**config.mk**
```make
export PLATFORM = sky130hd
export DESIGN_NAME = afi_irq_ctrl
export DESIGN_NICKNAME = d
export VERILOG_FILES = /design/src/afi_pkg.sv /design/src/afi_irq_ctrl.sv /design/src/afi_pulse_gen.sv
export SDC_FILE = /design/constraint.sdc
export NUM_CORES = 1
export LEC_CHECK = 0
export ABC_AREA = 0
export CAP_MARGIN = 40
export CORE_MARGIN = 4
export CORE_UTILIZATION = 50
export DETAILED_ROUTE_END_ITERATION = 8
export DONT_BUFFER_PORTS = 1
export PLACE_DENSITY = 0.64
export SLEW_MARGIN = 20
export SYNTH_ARGS = -nofsm -noshare
export SYNTH_HDL_FRONTEND = slang
export SYNTH_SLANG_ARGS = --single-unit
```
**constraint.sdc**
```tcl
create_clock -name clk -period 6.1 [get_ports clk]
set_input_delay 1.525 -clock clk [delete_from_list [all_inputs] [get_ports clk]]
set_output_delay 1.525 -clock clk [all_outputs]
set_load 0.02 [all_outputs]
```
**src/afi_pkg.sv**
```systemverilog
package afi_pkg;

    localparam logic [7:0] AFI_ADDR_IND_CFG   = 8'h24;
    localparam logic [7:0] AFI_ADDR_SRC_EN    = 8'h25;
    localparam logic [7:0] AFI_ADDR_FLAGS_ONE = 8'h26;
    localparam logic [7:0] AFI_ADDR_FLAGS_TWO = 8'h27;

    localparam logic [7:0] AFI_RESET_BYTE     = 8'h00;
    localparam logic [1:0] AFI_STYLE_RESET    = 2'h0;
    localparam logic [2:0] AFI_PIN_FN_IRQ     = 3'h1;

    localparam int AFI_STYLE_HI = 7;
    localparam int AFI_STYLE_LO = 6;

    localparam logic [1:0] AFI_STYLE_SINGLE = 2'h0;
    localparam logic [1:0] AFI_STYLE_REPEAT = 2'h1;
    localparam logic [1:0] AFI_STYLE_LEVEL  = 2'h2;

    // Enable register bit positions
    localparam int AFI_EN_OVRCUR  = 7;
    localparam int AFI_EN_AUV     = 6;
    localparam int AFI_EN_CLKE2   = 5;
    localparam int AFI_EN_OVRTMP  = 4;
    localparam int AFI_EN_BRNOUT  = 3;
    localparam int AFI_EN_CLKE1   = 2;
    localparam int AFI_EN_MODHLT  = 1;
    localparam int AFI_EN_WCKHLT  = 0;

    // First flag register bit positions
    localparam int AFI_F1_OVRCUR  = 7;
    localparam int AFI_F1_AUV     = 6;
    localparam int AFI_F1_CLKE1   = 5;
    localparam int AFI_F1_OVRTMP  = 4;
    localparam int AFI_F1_BRNOUT  = 3;
    localparam int AFI_F1_CLKE2   = 2;
    localparam int AFI_F1_SAR     = 1;

    // Second flag register bit positions
    localparam int AFI_F2_WCKHLT  = 7;
    localparam int AFI_F2_MODHLT  = 6;

    localparam int AFI_CLK_HZ     = 40_000_000;
    localparam int AFI_PULSE_MS   = 2;
    localparam int AFI_PERIOD_MS  = 4;
    localparam int AFI_PULSE_CYC  = AFI_CLK_HZ / 1000 * AFI_PULSE_MS;
    localparam int AFI_PERIOD_CYC = AFI_CLK_HZ / 1000 * AFI_PERIOD_MS;
    localparam int AFI_CNT_W      = 18;

    typedef struct packed {
        logic overcurrent;
        logic analog_undervolt;
        logic overtemp;
        logic brownout;
        logic clock_error_one;
        logic clock_error_two;
        logic conversion_done;
        logic modulator_halt;
        logic word_clock_halt;
    } afi_events_t;

    typedef struct packed {
        logic       rd;
        logic       wr;
        logic [7:0] addr;
        logic [7:0] wdata;
    } afi_reg_req_t;

endpackage : afi_pkg

```
**src/afi_irq_ctrl.sv**
```systemverilog
`timescale 1ns/1ps
// Summary of operation
// - Indication style field in bits 7-6 of config register, resets zero.
// - Style zero: one active-high 2 ms pulse per interrupt.
// - Style one: 2 ms pulses every 4 ms while any flag is set.
// - Style two: output held high until flags are cleared.
// - Source-enable bits reset zero; one lets source raise interrupts.
// - Enable bits 7..4: over-current, undervolt, clock error 2, overtemp.
// - Enable bits 3..0: brownout, clock error 1, modulator, word-clock halt.
// - First detect register read-only, resets zero, read returns then clears.
// - Flags set on condition and stay set until next register read.
// - First flags 7..4: over-current, undervolt, clock error 1, overtemp.
// - First flags 3..1: brownout, clock error 2, conversion done; 0 zero.
// - Second detect register holds word-clock and modulator halt flags.
// - Indication reaches the pin only when pin function selects interrupt.
module afi_irq_ctrl
    import afi_pkg::*;
#(
    parameter int PULSE_CYC  = AFI_PULSE_CYC,
    parameter int PERIOD_CYC = AFI_PERIOD_CYC
)
(
    input  wire logic         clk,
    input  wire logic         arst_n,
    input  wire logic         ce,
    input  wire afi_reg_req_t reg_req,
    output logic [7:0]        reg_rdata,
    output logic              reg_rvalid,
    input  wire afi_events_t  events,
    input  wire logic [2:0]   pin_function,
    output logic              irq_out
);

    logic [7:0]  ind_cfg_reg;
    logic [7:0]  src_en_reg;
    logic [7:0]  flags_one_reg;
    logic [7:0]  flags_two_reg;
    logic [7:0]  flags_one_next;
    logic [7:0]  flags_two_next;
    logic [7:0]  set_one;
    logic [7:0]  set_two;
    logic [7:0]  en_one;
    logic [7:0]  en_two;
    logic [7:0]  rdata_next;
    logic        rd_one;
    logic        rd_two;
    logic        trigger;
    logic        pending;
    logic        indicate;
    afi_events_t ev_meta_reg;
    afi_events_t ev_sync_reg;

    function automatic logic hit(input afi_reg_req_t r,
                                 input logic [7:0] a);
        hit = (r.addr == a);
    endfunction : hit

    // Fault detectors sit outside this clock domain
    always_ff @(posedge clk or negedge arst_n)
    begin
        if (!arst_n)
        begin
            ev_meta_reg <= '0;
            ev_sync_reg <= '0;
        end
        else if (ce)
        begin
            ev_meta_reg <= events;
            ev_sync_reg <= ev_meta_reg;
        end
    end

    always_comb
    begin
        set_one = AFI_RESET_BYTE;
        set_two = AFI_RESET_BYTE;
        set_one[AFI_F1_OVRCUR] = ev_sync_reg.overcurrent;
        set_one[AFI_F1_AUV]    = ev_sync_reg.analog_undervolt;
        set_one[AFI_F1_CLKE1]  = ev_sync_reg.clock_error_one;
        set_one[AFI_F1_OVRTMP] = ev_sync_reg.overtemp;
        set_one[AFI_F1_BRNOUT] = ev_sync_reg.brownout;
        set_one[AFI_F1_CLKE2]  = ev_sync_reg.clock_error_two;
        set_one[AFI_F1_SAR]    = ev_sync_reg.conversion_done;
        set_two[AFI_F2_WCKHLT] = ev_sync_reg.word_clock_halt;
        set_two[AFI_F2_MODHLT] = ev_sync_reg.modulator_halt;
    end

    // Enable mask mapped onto flag positions
    always_comb
    begin
        en_one = AFI_RESET_BYTE;
        en_two = AFI_RESET_BYTE;
        en_one[AFI_F1_OVRCUR] = src_en_reg[AFI_EN_OVRCUR];
        en_one[AFI_F1_AUV]    = src_en_reg[AFI_EN_AUV];
        en_one[AFI_F1_CLKE2]  = src_en_reg[AFI_EN_CLKE2];
        en_one[AFI_F1_OVRTMP] = src_en_reg[AFI_EN_OVRTMP];
        en_one[AFI_F1_BRNOUT] = src_en_reg[AFI_EN_BRNOUT];
        en_one[AFI_F1_CLKE1]  = src_en_reg[AFI_EN_CLKE1];
        en_two[AFI_F2_MODHLT] = src_en_reg[AFI_EN_MODHLT];
        en_two[AFI_F2_WCKHLT] = src_en_reg[AFI_EN_WCKHLT];
    end

    assign rd_one = reg_req.rd && hit(reg_req, AFI_ADDR_FLAGS_ONE);
    assign rd_two = reg_req.rd && hit(reg_req, AFI_ADDR_FLAGS_TWO);

    // A new event in the read cycle survives the clear
    always_comb
    begin
        flags_one_next = (rd_one ? AFI_RESET_BYTE : flags_one_reg)
                         | set_one;
        flags_two_next = (rd_two ? AFI_RESET_BYTE : flags_two_reg)
                         | set_two;
    end

    always_ff @(posedge clk or negedge arst_n)
    begin
        if (!arst_n)
        begin
            flags_one_reg <= AFI_RESET_BYTE;
            flags_two_reg <= AFI_RESET_BYTE;
        end
        else if (ce)
        begin
            flags_one_reg <= flags_one_next;
            flags_two_reg <= flags_two_next;
        end
    end

    always_ff @(posedge clk or negedge arst_n)
    begin
        if (!arst_n)
        begin
            ind_cfg_reg <= AFI_RESET_BYTE;
            src_en_reg  <= AFI_RESET_BYTE;
        end
        else if (ce && reg_req.wr)
        begin
            if (hit(reg_req, AFI_ADDR_IND_CFG))
                ind_cfg_reg <= reg_req.wdata;
            else if (hit(reg_req, AFI_ADDR_SRC_EN))
                src_en_reg <= reg_req.wdata;
        end
    end

    always_comb
    begin
        if (hit(reg_req, AFI_ADDR_IND_CFG))
            rdata_next = ind_cfg_reg;
        else if (hit(reg_req, AFI_ADDR_SRC_EN))
            rdata_next = src_en_reg;
        else if (hit(reg_req, AFI_ADDR_FLAGS_ONE))
            rdata_next = flags_one_reg;
        else if (hit(reg_req, AFI_ADDR_FLAGS_TWO))
            rdata_next = flags_two_reg;
        else
            rdata_next = AFI_RESET_BYTE;
    end

    always_ff @(posedge clk or negedge arst_n)
    begin
        if (!arst_n)
        begin
            reg_rdata  <= AFI_RESET_BYTE;
            reg_rvalid <= 1'b0;
        end
        else if (ce)
        begin
            reg_rvalid <= reg_req.rd;
            if (reg_req.rd)
                reg_rdata <= rdata_next;
        end
    end

    // Rising edge of any enabled flag, judged on the next flag bits against the stored ones
    assign trigger = |(((flags_one_next & ~flags_one_reg) & en_one) |
                       ((flags_two_next & ~flags_two_reg) & en_two));
    // Any sticky flag holds the train or level, enabled or not
    assign pending = |flags_one_reg || |flags_two_reg;

    afi_pulse_gen #(
        .PULSE_CYC  (PULSE_CYC),
        .PERIOD_CYC (PERIOD_CYC)
    ) u_pulse (
        .clk     (clk),
        .arst_n  (arst_n),
        .ce      (ce),
        .trigger (ce && trigger),
        .pending (pending),
        .style   (ind_cfg_reg[AFI_STYLE_HI:AFI_STYLE_LO]),
        .level   (indicate)
    );

    assign irq_out = indicate && (pin_function == AFI_PIN_FN_IRQ);
endmodule : afi_irq_ctrl

```
**src/afi_pulse_gen.sv**
```systemverilog
`timescale 1ns/1ps
module afi_pulse_gen
    import afi_pkg::*;
#(
    parameter int PULSE_CYC  = AFI_PULSE_CYC,
    parameter int PERIOD_CYC = AFI_PERIOD_CYC
)
(
    input  wire logic       clk,
    input  wire logic       arst_n,
    input  wire logic       ce,
    input  wire logic       trigger,
    input  wire logic       pending,
    input  wire logic [1:0] style,
    output logic            level
);

    localparam logic [AFI_CNT_W-1:0] PULSE_LAST =
        AFI_CNT_W'(PULSE_CYC - 1);
    localparam logic [AFI_CNT_W-1:0] PERIOD_LAST =
        AFI_CNT_W'(PERIOD_CYC - 1);
    localparam logic [AFI_CNT_W-1:0] CNT_ZERO = '0;

    typedef enum logic [1:0] {AFI_IDLE, AFI_SINGLE, AFI_REPEAT, AFI_HOLD}
        afi_state_t;

    afi_state_t             state_reg;
    logic [AFI_CNT_W-1:0]   cnt_reg;

    always_ff @(posedge clk or negedge arst_n)
    begin
        if (!arst_n)
        begin
            state_reg <= AFI_IDLE;
            cnt_reg   <= CNT_ZERO;
        end
        else if (ce)
        begin
            case (state_reg)
                AFI_IDLE:
                begin
                    cnt_reg <= CNT_ZERO;
                    if (trigger)
                    begin
                        if (style == AFI_STYLE_SINGLE)
                            state_reg <= AFI_SINGLE;
                        else if (style == AFI_STYLE_REPEAT)
                            state_reg <= AFI_REPEAT;
                        else if (style == AFI_STYLE_LEVEL)
                            state_reg <= AFI_HOLD;
                    end
                end
                AFI_SINGLE:
                begin
                    // Exactly one pulse, later triggers ignored meanwhile
                    if (cnt_reg == PULSE_LAST)
                        state_reg <= AFI_IDLE;
                    else
                        cnt_reg <= cnt_reg + 1'b1;
                end
                AFI_REPEAT:
                begin
                    // Train ends only at a period boundary
                    if (cnt_reg == PERIOD_LAST)
                    begin
                        cnt_reg <= CNT_ZERO;
                        if (!pending)
                            state_reg <= AFI_IDLE;
                    end
                    else
                        cnt_reg <= cnt_reg + 1'b1;
                end
                default:
                begin
                    if (!pending)
                        state_reg <= AFI_IDLE;
                end
            endcase
        end
    end

    always_comb
    begin
        case (state_reg)
            AFI_SINGLE: level = 1'b1;
            AFI_REPEAT: level = (cnt_reg <= PULSE_LAST);
            AFI_HOLD:   level = 1'b1;
            default:    level = 1'b0;
        endcase
    end
endmodule : afi_pulse_gen

```
=== Word-level counts from Yosys, hierarchy flattened ===
Cells that the tools add are included.

* Register bits: 79
* Input bits: 33
* Output and inout port bits: 10

* Reduce and logical (&&, ||, !) cells: 18
* Muxes and demuxes: 18
* Bitwise logic cells: 10
* $lt $le $gt $ge: 1
* Equality and inequality tests: 17
* $add $sub $neg: 1

{| class="wikitable"
|+ Operator list
! kind !! number
|-
| 18-bit case mux with 3 select lines || 1
|-
| 8-bit 2-to-1 mux || 6
|-
| 18-bit 2-to-1 mux || 2
|-
| 8-bit bitwise AND || 4
|-
| 8-bit by 6-bit equality test with 1-bit output, second input constant || 4
|-
| 8-bit bitwise OR || 3
|-
| 8-bit OR reduction || 3
|-
| 18-bit by 1-bit adder with 18-bit output, second input constant || 1
|-
| 18-bit by 17-bit equality test with 1-bit output, second input constant || 1
|-
| 18-bit equality test, second input constant || 1
|-
| 18-bit by 17-bit <= comparator with 1-bit output, second input constant || 1
|-
| 8-bit inverter || 2
|-
| 2-bit 2-to-1 mux || 7
|-
| 2-bit equality test, second input constant || 3
|-
| 2-bit by 1-bit != test with 1-bit output, second input constant || 3
|-
| 2-bit case mux with 3 select lines || 1
|-
| 3-bit AND reduction || 2
|-
| 1-bit logical AND || 5
|-
| 5-bit AND reduction || 1
|-
| 2-bit by 1-bit equality test with 1-bit output, second input constant || 2
|-
| 2-bit logical NOT || 2
|-
| 4-bit by 1-bit != test with 1-bit output, second input constant || 1
|-
| 2-bit AND reduction || 2
|-
| 3-bit by 1-bit equality test with 1-bit output, second input constant || 1
|-
| 6 further kinds || 6
|}

=== Depth between registers and ports, before layout ===
* Depth after elaboration: 11
* Depth in mapped cells: 7
* Depth with buffers taken out: 6

=== Cells and area by module ===
From an unflattened synthesis, not the netlist that was laid out.

* Cells, all modules: 320
* Area total of the unflattened synthesis: 3,771.1 µm²

{| class="wikitable"
|+ By module, submodules not included
! module !! cells an instance !! times used !! area an instance (µm²) !! seq. area each (µm²)
|-
| afi_irq_ctrl || 170 || 1 || 2,483.6 || 1,476.4
|-
| afi_pulse_gen || 150 || 1 || 1,287.5 || 500.5
|}

=== Worst setup path after synthesis ===
No wires, ideal clock.

* Path type: input -> output
* Start: in pin_function[1]
* End: out irq_out
* Arrival: 2.068 ns
* Cell stages on the path: 2
* Setup slack: 2.507 ns
* Required time: 4.575 ns
* Path through: nor4b_1 -> o31a_1

* Word-level cells in the longest chain between the ends: 2

{| class="wikitable"
|+ Ends and longest elaborated chain
! what !! RTL line !! text
|-
| start: declaration || afi_irq_ctrl.sv:30 || <nowiki>input wire logic [2:0] pin_function,</nowiki>
|-
| 3-bit by 1-bit equality test with 1-bit output || afi_irq_ctrl.sv:193 || <nowiki>assign irq_out = indicate && (pin_function == AFI_PIN_FN_IRQ);</nowiki>
|-
| 1-bit logical AND || afi_irq_ctrl.sv:193 ||
|-
| end: declaration || afi_irq_ctrl.sv:31 || <nowiki>output logic irq_out</nowiki>
|}

Every way passes these cells.

=== Worst setup path in the final report ===
Same ends and word-level chain as after synthesis.

==> metrics.md <==
| Metric | Value |
|---|---|
| Status | `finished clean` |
| DRT iter0 DRCs | `159` |
| Tightest Hold Check Type | `reg2reg` |
| H-tree depth | `3` |
| Flops & latches, synth | `79` |
| Initial Util | `52.42%` |
| Die ar. | `9242 um2` |
| Clock power frac | `35.1%` |
| Final hold violations | `0` |
| Initial DRT Pass Iterations | `5` |
| Fin nets | `384` |
| Cell Rows | `31` |
| Commonest non-fill, non-tap cell in the layout | `dfrtp_1` |
| GRT Total Usage | `19.94%` |
| Max Slew Vio Count | `0` |
| Startpoint of the worst hold path | `ev_sync_reg[2]$_DFFE_PN0P_` |
| Synth Instances | `346` |
| ANT cells | `0` |
| CTS tree | `yes` |
| Die X | `96.14 um` |
| Number of synthesized flops with an enable pin | `0` |
| Post-CTS Hold Fix Bufs | `0` |
| Capturing point of the worst reg2reg path | `u_pulse.cnt_reg[2]$_DFFE_PN0P_` |
| Drt drc | `0` |
| Crit path buf inv count | `0` |
| Mapped Avg Cell Area | `11.22 um2` |
| DR WL/cell | `18.65 um` |
| Worst path max stage delay | `0.33 ns` |
| Syn nets | `384` |
| CTS-repair resized insts | `0` |
| Largest net degree at the start of global routing | `80` |
| WP data required | `4.58 ns` |
| Die height | `96.14 um` |
| Worst-skew pair later-pin latency | `0.36 ns` |
| Synth area leaders | `dfrtp_1, mux2_2, mux4_2` |
| CP max stage cell | `o31a_1` |
| Crit path launch type | `primary input` |
| Worst Path Max Fanout | `1` |
| Worst-path clk slew | `0.10 ns` |
| Synth cell types | `47` |
| Hold Path Sink | `flags_one_reg[1]$_DFFE_PN0P_` |
| Fin crit period | `3.662 ns` |
| Net Switching | `0.0003618 W` |
| IO Pins | `43` |
| Initial antenna violation count | `0` |
| Clock Skew | `0.01525 ns` |
| YS warnings | `0` |
| Layout Area Growth over Synthesis | `7.474%` |
| First-pass GRT wire length | `14100 um` |
| Sw Share | `30.59%` |
| Max Freq | `0.2731 GHz` |
| Vias in the first global route | `2732` |
| Pleak | `1.773 nW` |
| GPL Wtd Cong | `0.8796` |
| Post-synth top area share | `50.90%` |
| Setup TNS | `0 ns` |
| Non-Filler Instances | `450` |
| CP cell instances | `nor4b_1 -> o31a_1` |
| R2r startpoint | `u_pulse.cnt_reg[0]$_DFFE_PN0P_` |
| Post-CTS setup buffer count | `0` |
| Placed insts | `434` |
| Max capacitance violation total | `0` |
| Critical path arrival | `2.14 ns` |
| Floorplan core area | `7408 um2` |
| Least-Margin Pin Slew | `0.7137 ns` |
| Relative slew slack | `51.98%` |
| Sequential cell area fraction in the yosys report | `50.90%` |
| Overall routed net length | `8394 um` |
| RSZ-0062 raised after global routing | `no` |
| Area leader, netlist | `dfrtp_1` |
| Via count | `2747` |
| Seq pwr share | `49.1%` |
| Power per Cell Area | `283.3 nW/um2` |
| Max VDD drop | `0.0001241 V` |
| Hold Path Stages | `1` |
| Num CTS Buffers | `9` |
| ANT nets after route | `0` |
| R2R depth | `7` |
| Post-synth ARST share | `100.0%` |
| Crit path kind | `in2out` |
| Clk root buf | `clkbuf_8` |
| Post-DP HPWL | `5896 um` |
| GR Overflow Total | `0` |
| Most common flop cell mapped by yosys | `dfrtp_1` |
| Final worst-path cycle share | `60.03%` |
| Setup slack, reg-to-reg | `3.53 ns` |
| Max Buffers Root-to-Sink | `2` |
| Endpoints failing setup | `0` |
| Synth Cell Area | `3884 um2` |
| CTS Sinks | `79` |
| Comb pwr share | `15.8%` |
| Cell family with most CP delay | `compound AO/OA/AOI/OAI gates` |
| Crit. End Element | `output pin` |
| Port Buf Inserts | `0` |
| Vias per cell | `6.104` |
| Most frequent cells in the layout | `dfrtp_1, nand2_1, mux2_2` |
| Internal | `0.0008209 W` |
| Share of layout cells above drive strength 1 | `18.23%` |
| Max reg flops | `18` |
worst max path at each step:
stage,startpoint,end,slack [ns],cells after the start
5_1_grt,pin_function[1],irq_out,2.38,2
6_report,pin_function[1],irq_out,2.44,2
4_1_cts,pin_function[1],irq_out,2.43,2
3_3_place_gp,pin_function[1],irq_out,2.47,2
2_1_floorplan,pin_function[1],irq_out,2.51,2
3_5_place_dp,pin_function[1],irq_out,2.42,2
per-layer routing:
layer	vias to the layer above	share of wire, %	track usage (%)
met5	-	0	0
met4	0	1.2	7.583
met3	9	5.7	4.457
met2	79	44	27.66
met1	1377	49	30.16
li1	1282	-	-
through the flow:
stage | util, % | hold WS, ns | setup WS [ns] | instance area (um2) | total power [W]
floorplan | - | 0.4691 | 2.507 | 3884 | 0.0007203
global placement | 53.44 | 0.4836 | 2.469 | 3959 | 0.0007676
detailed placement | 53.54 | 0.4950 | 2.421 | 3966 | 0.0007750
CTS | 56.34 | 0.5157 | 2.429 | 4174 | 0.001190
global route | 56.34 | 0.5280 | 2.379 | 4174 | 0.001245
finish | 56.34 | 0.5106 | 2.438 | 4174 | 0.001183
layout make-up:
| type | count | area (um2) |
|---|---|---|
| clock buffers | 9 | 123.9 |
| clock inverters | 7 | 83.83 |
| fillers | 643 | 3234 |
| inverters | 19 | 71.32 |
| multi-input cells | 235 | 1779 |
| flip-flops and latches | 79 | 1977 |
| well taps | 99 | 123.9 |
| repair buffers | 2 | 15.01 |
power by group through the flow:
stage	clock [W]	combinational (W)	sequential [W]
2_1_floorplan	0	0.000138	0.000582
3_3_place_gp	0	0.000179	0.000589
3_5_place_dp	0	0.000184	0.000591
4_1_cts	0.000423	0.000186	0.000581
5_1_grt	0.000451	0.000208	0.000586
6_report	0.000415	0.000186	0.000581
synth_stat cells, types with 5 or more instances:
cell type,count
dfrtp_1,79
nand2_1,39
mux2_2,33
inv_1,19
o21ai_0,19
nor2_1,12
o211ai_1,11
nand3_1,10
a22o_1,9
clkbuf_1,9
nor3_1,9
and2_1,8
mux4_2,8
nand4_1,7
nand3b_1,6
nor4_1,6
and3_1,5
ha_1,5
cell families after synthesis:
| kind of cell | after synthesis | share of synthesized area (%) |
|---|---|---|
| and+or+nand+nor | 122 | 17.59 |
| buffers and inverters | 32 | 3.286 |
| adders and majority gates | 5 | 1.611 |
| AOI/OAI and AO/OA | 60 | 10.73 |
| xor gates and xnor gates | 4 | 0.9022 |
| DFF | 79 | 50.90 |
| muxes | 44 | 14.98 |
Power figures use the tool's default switching activity.
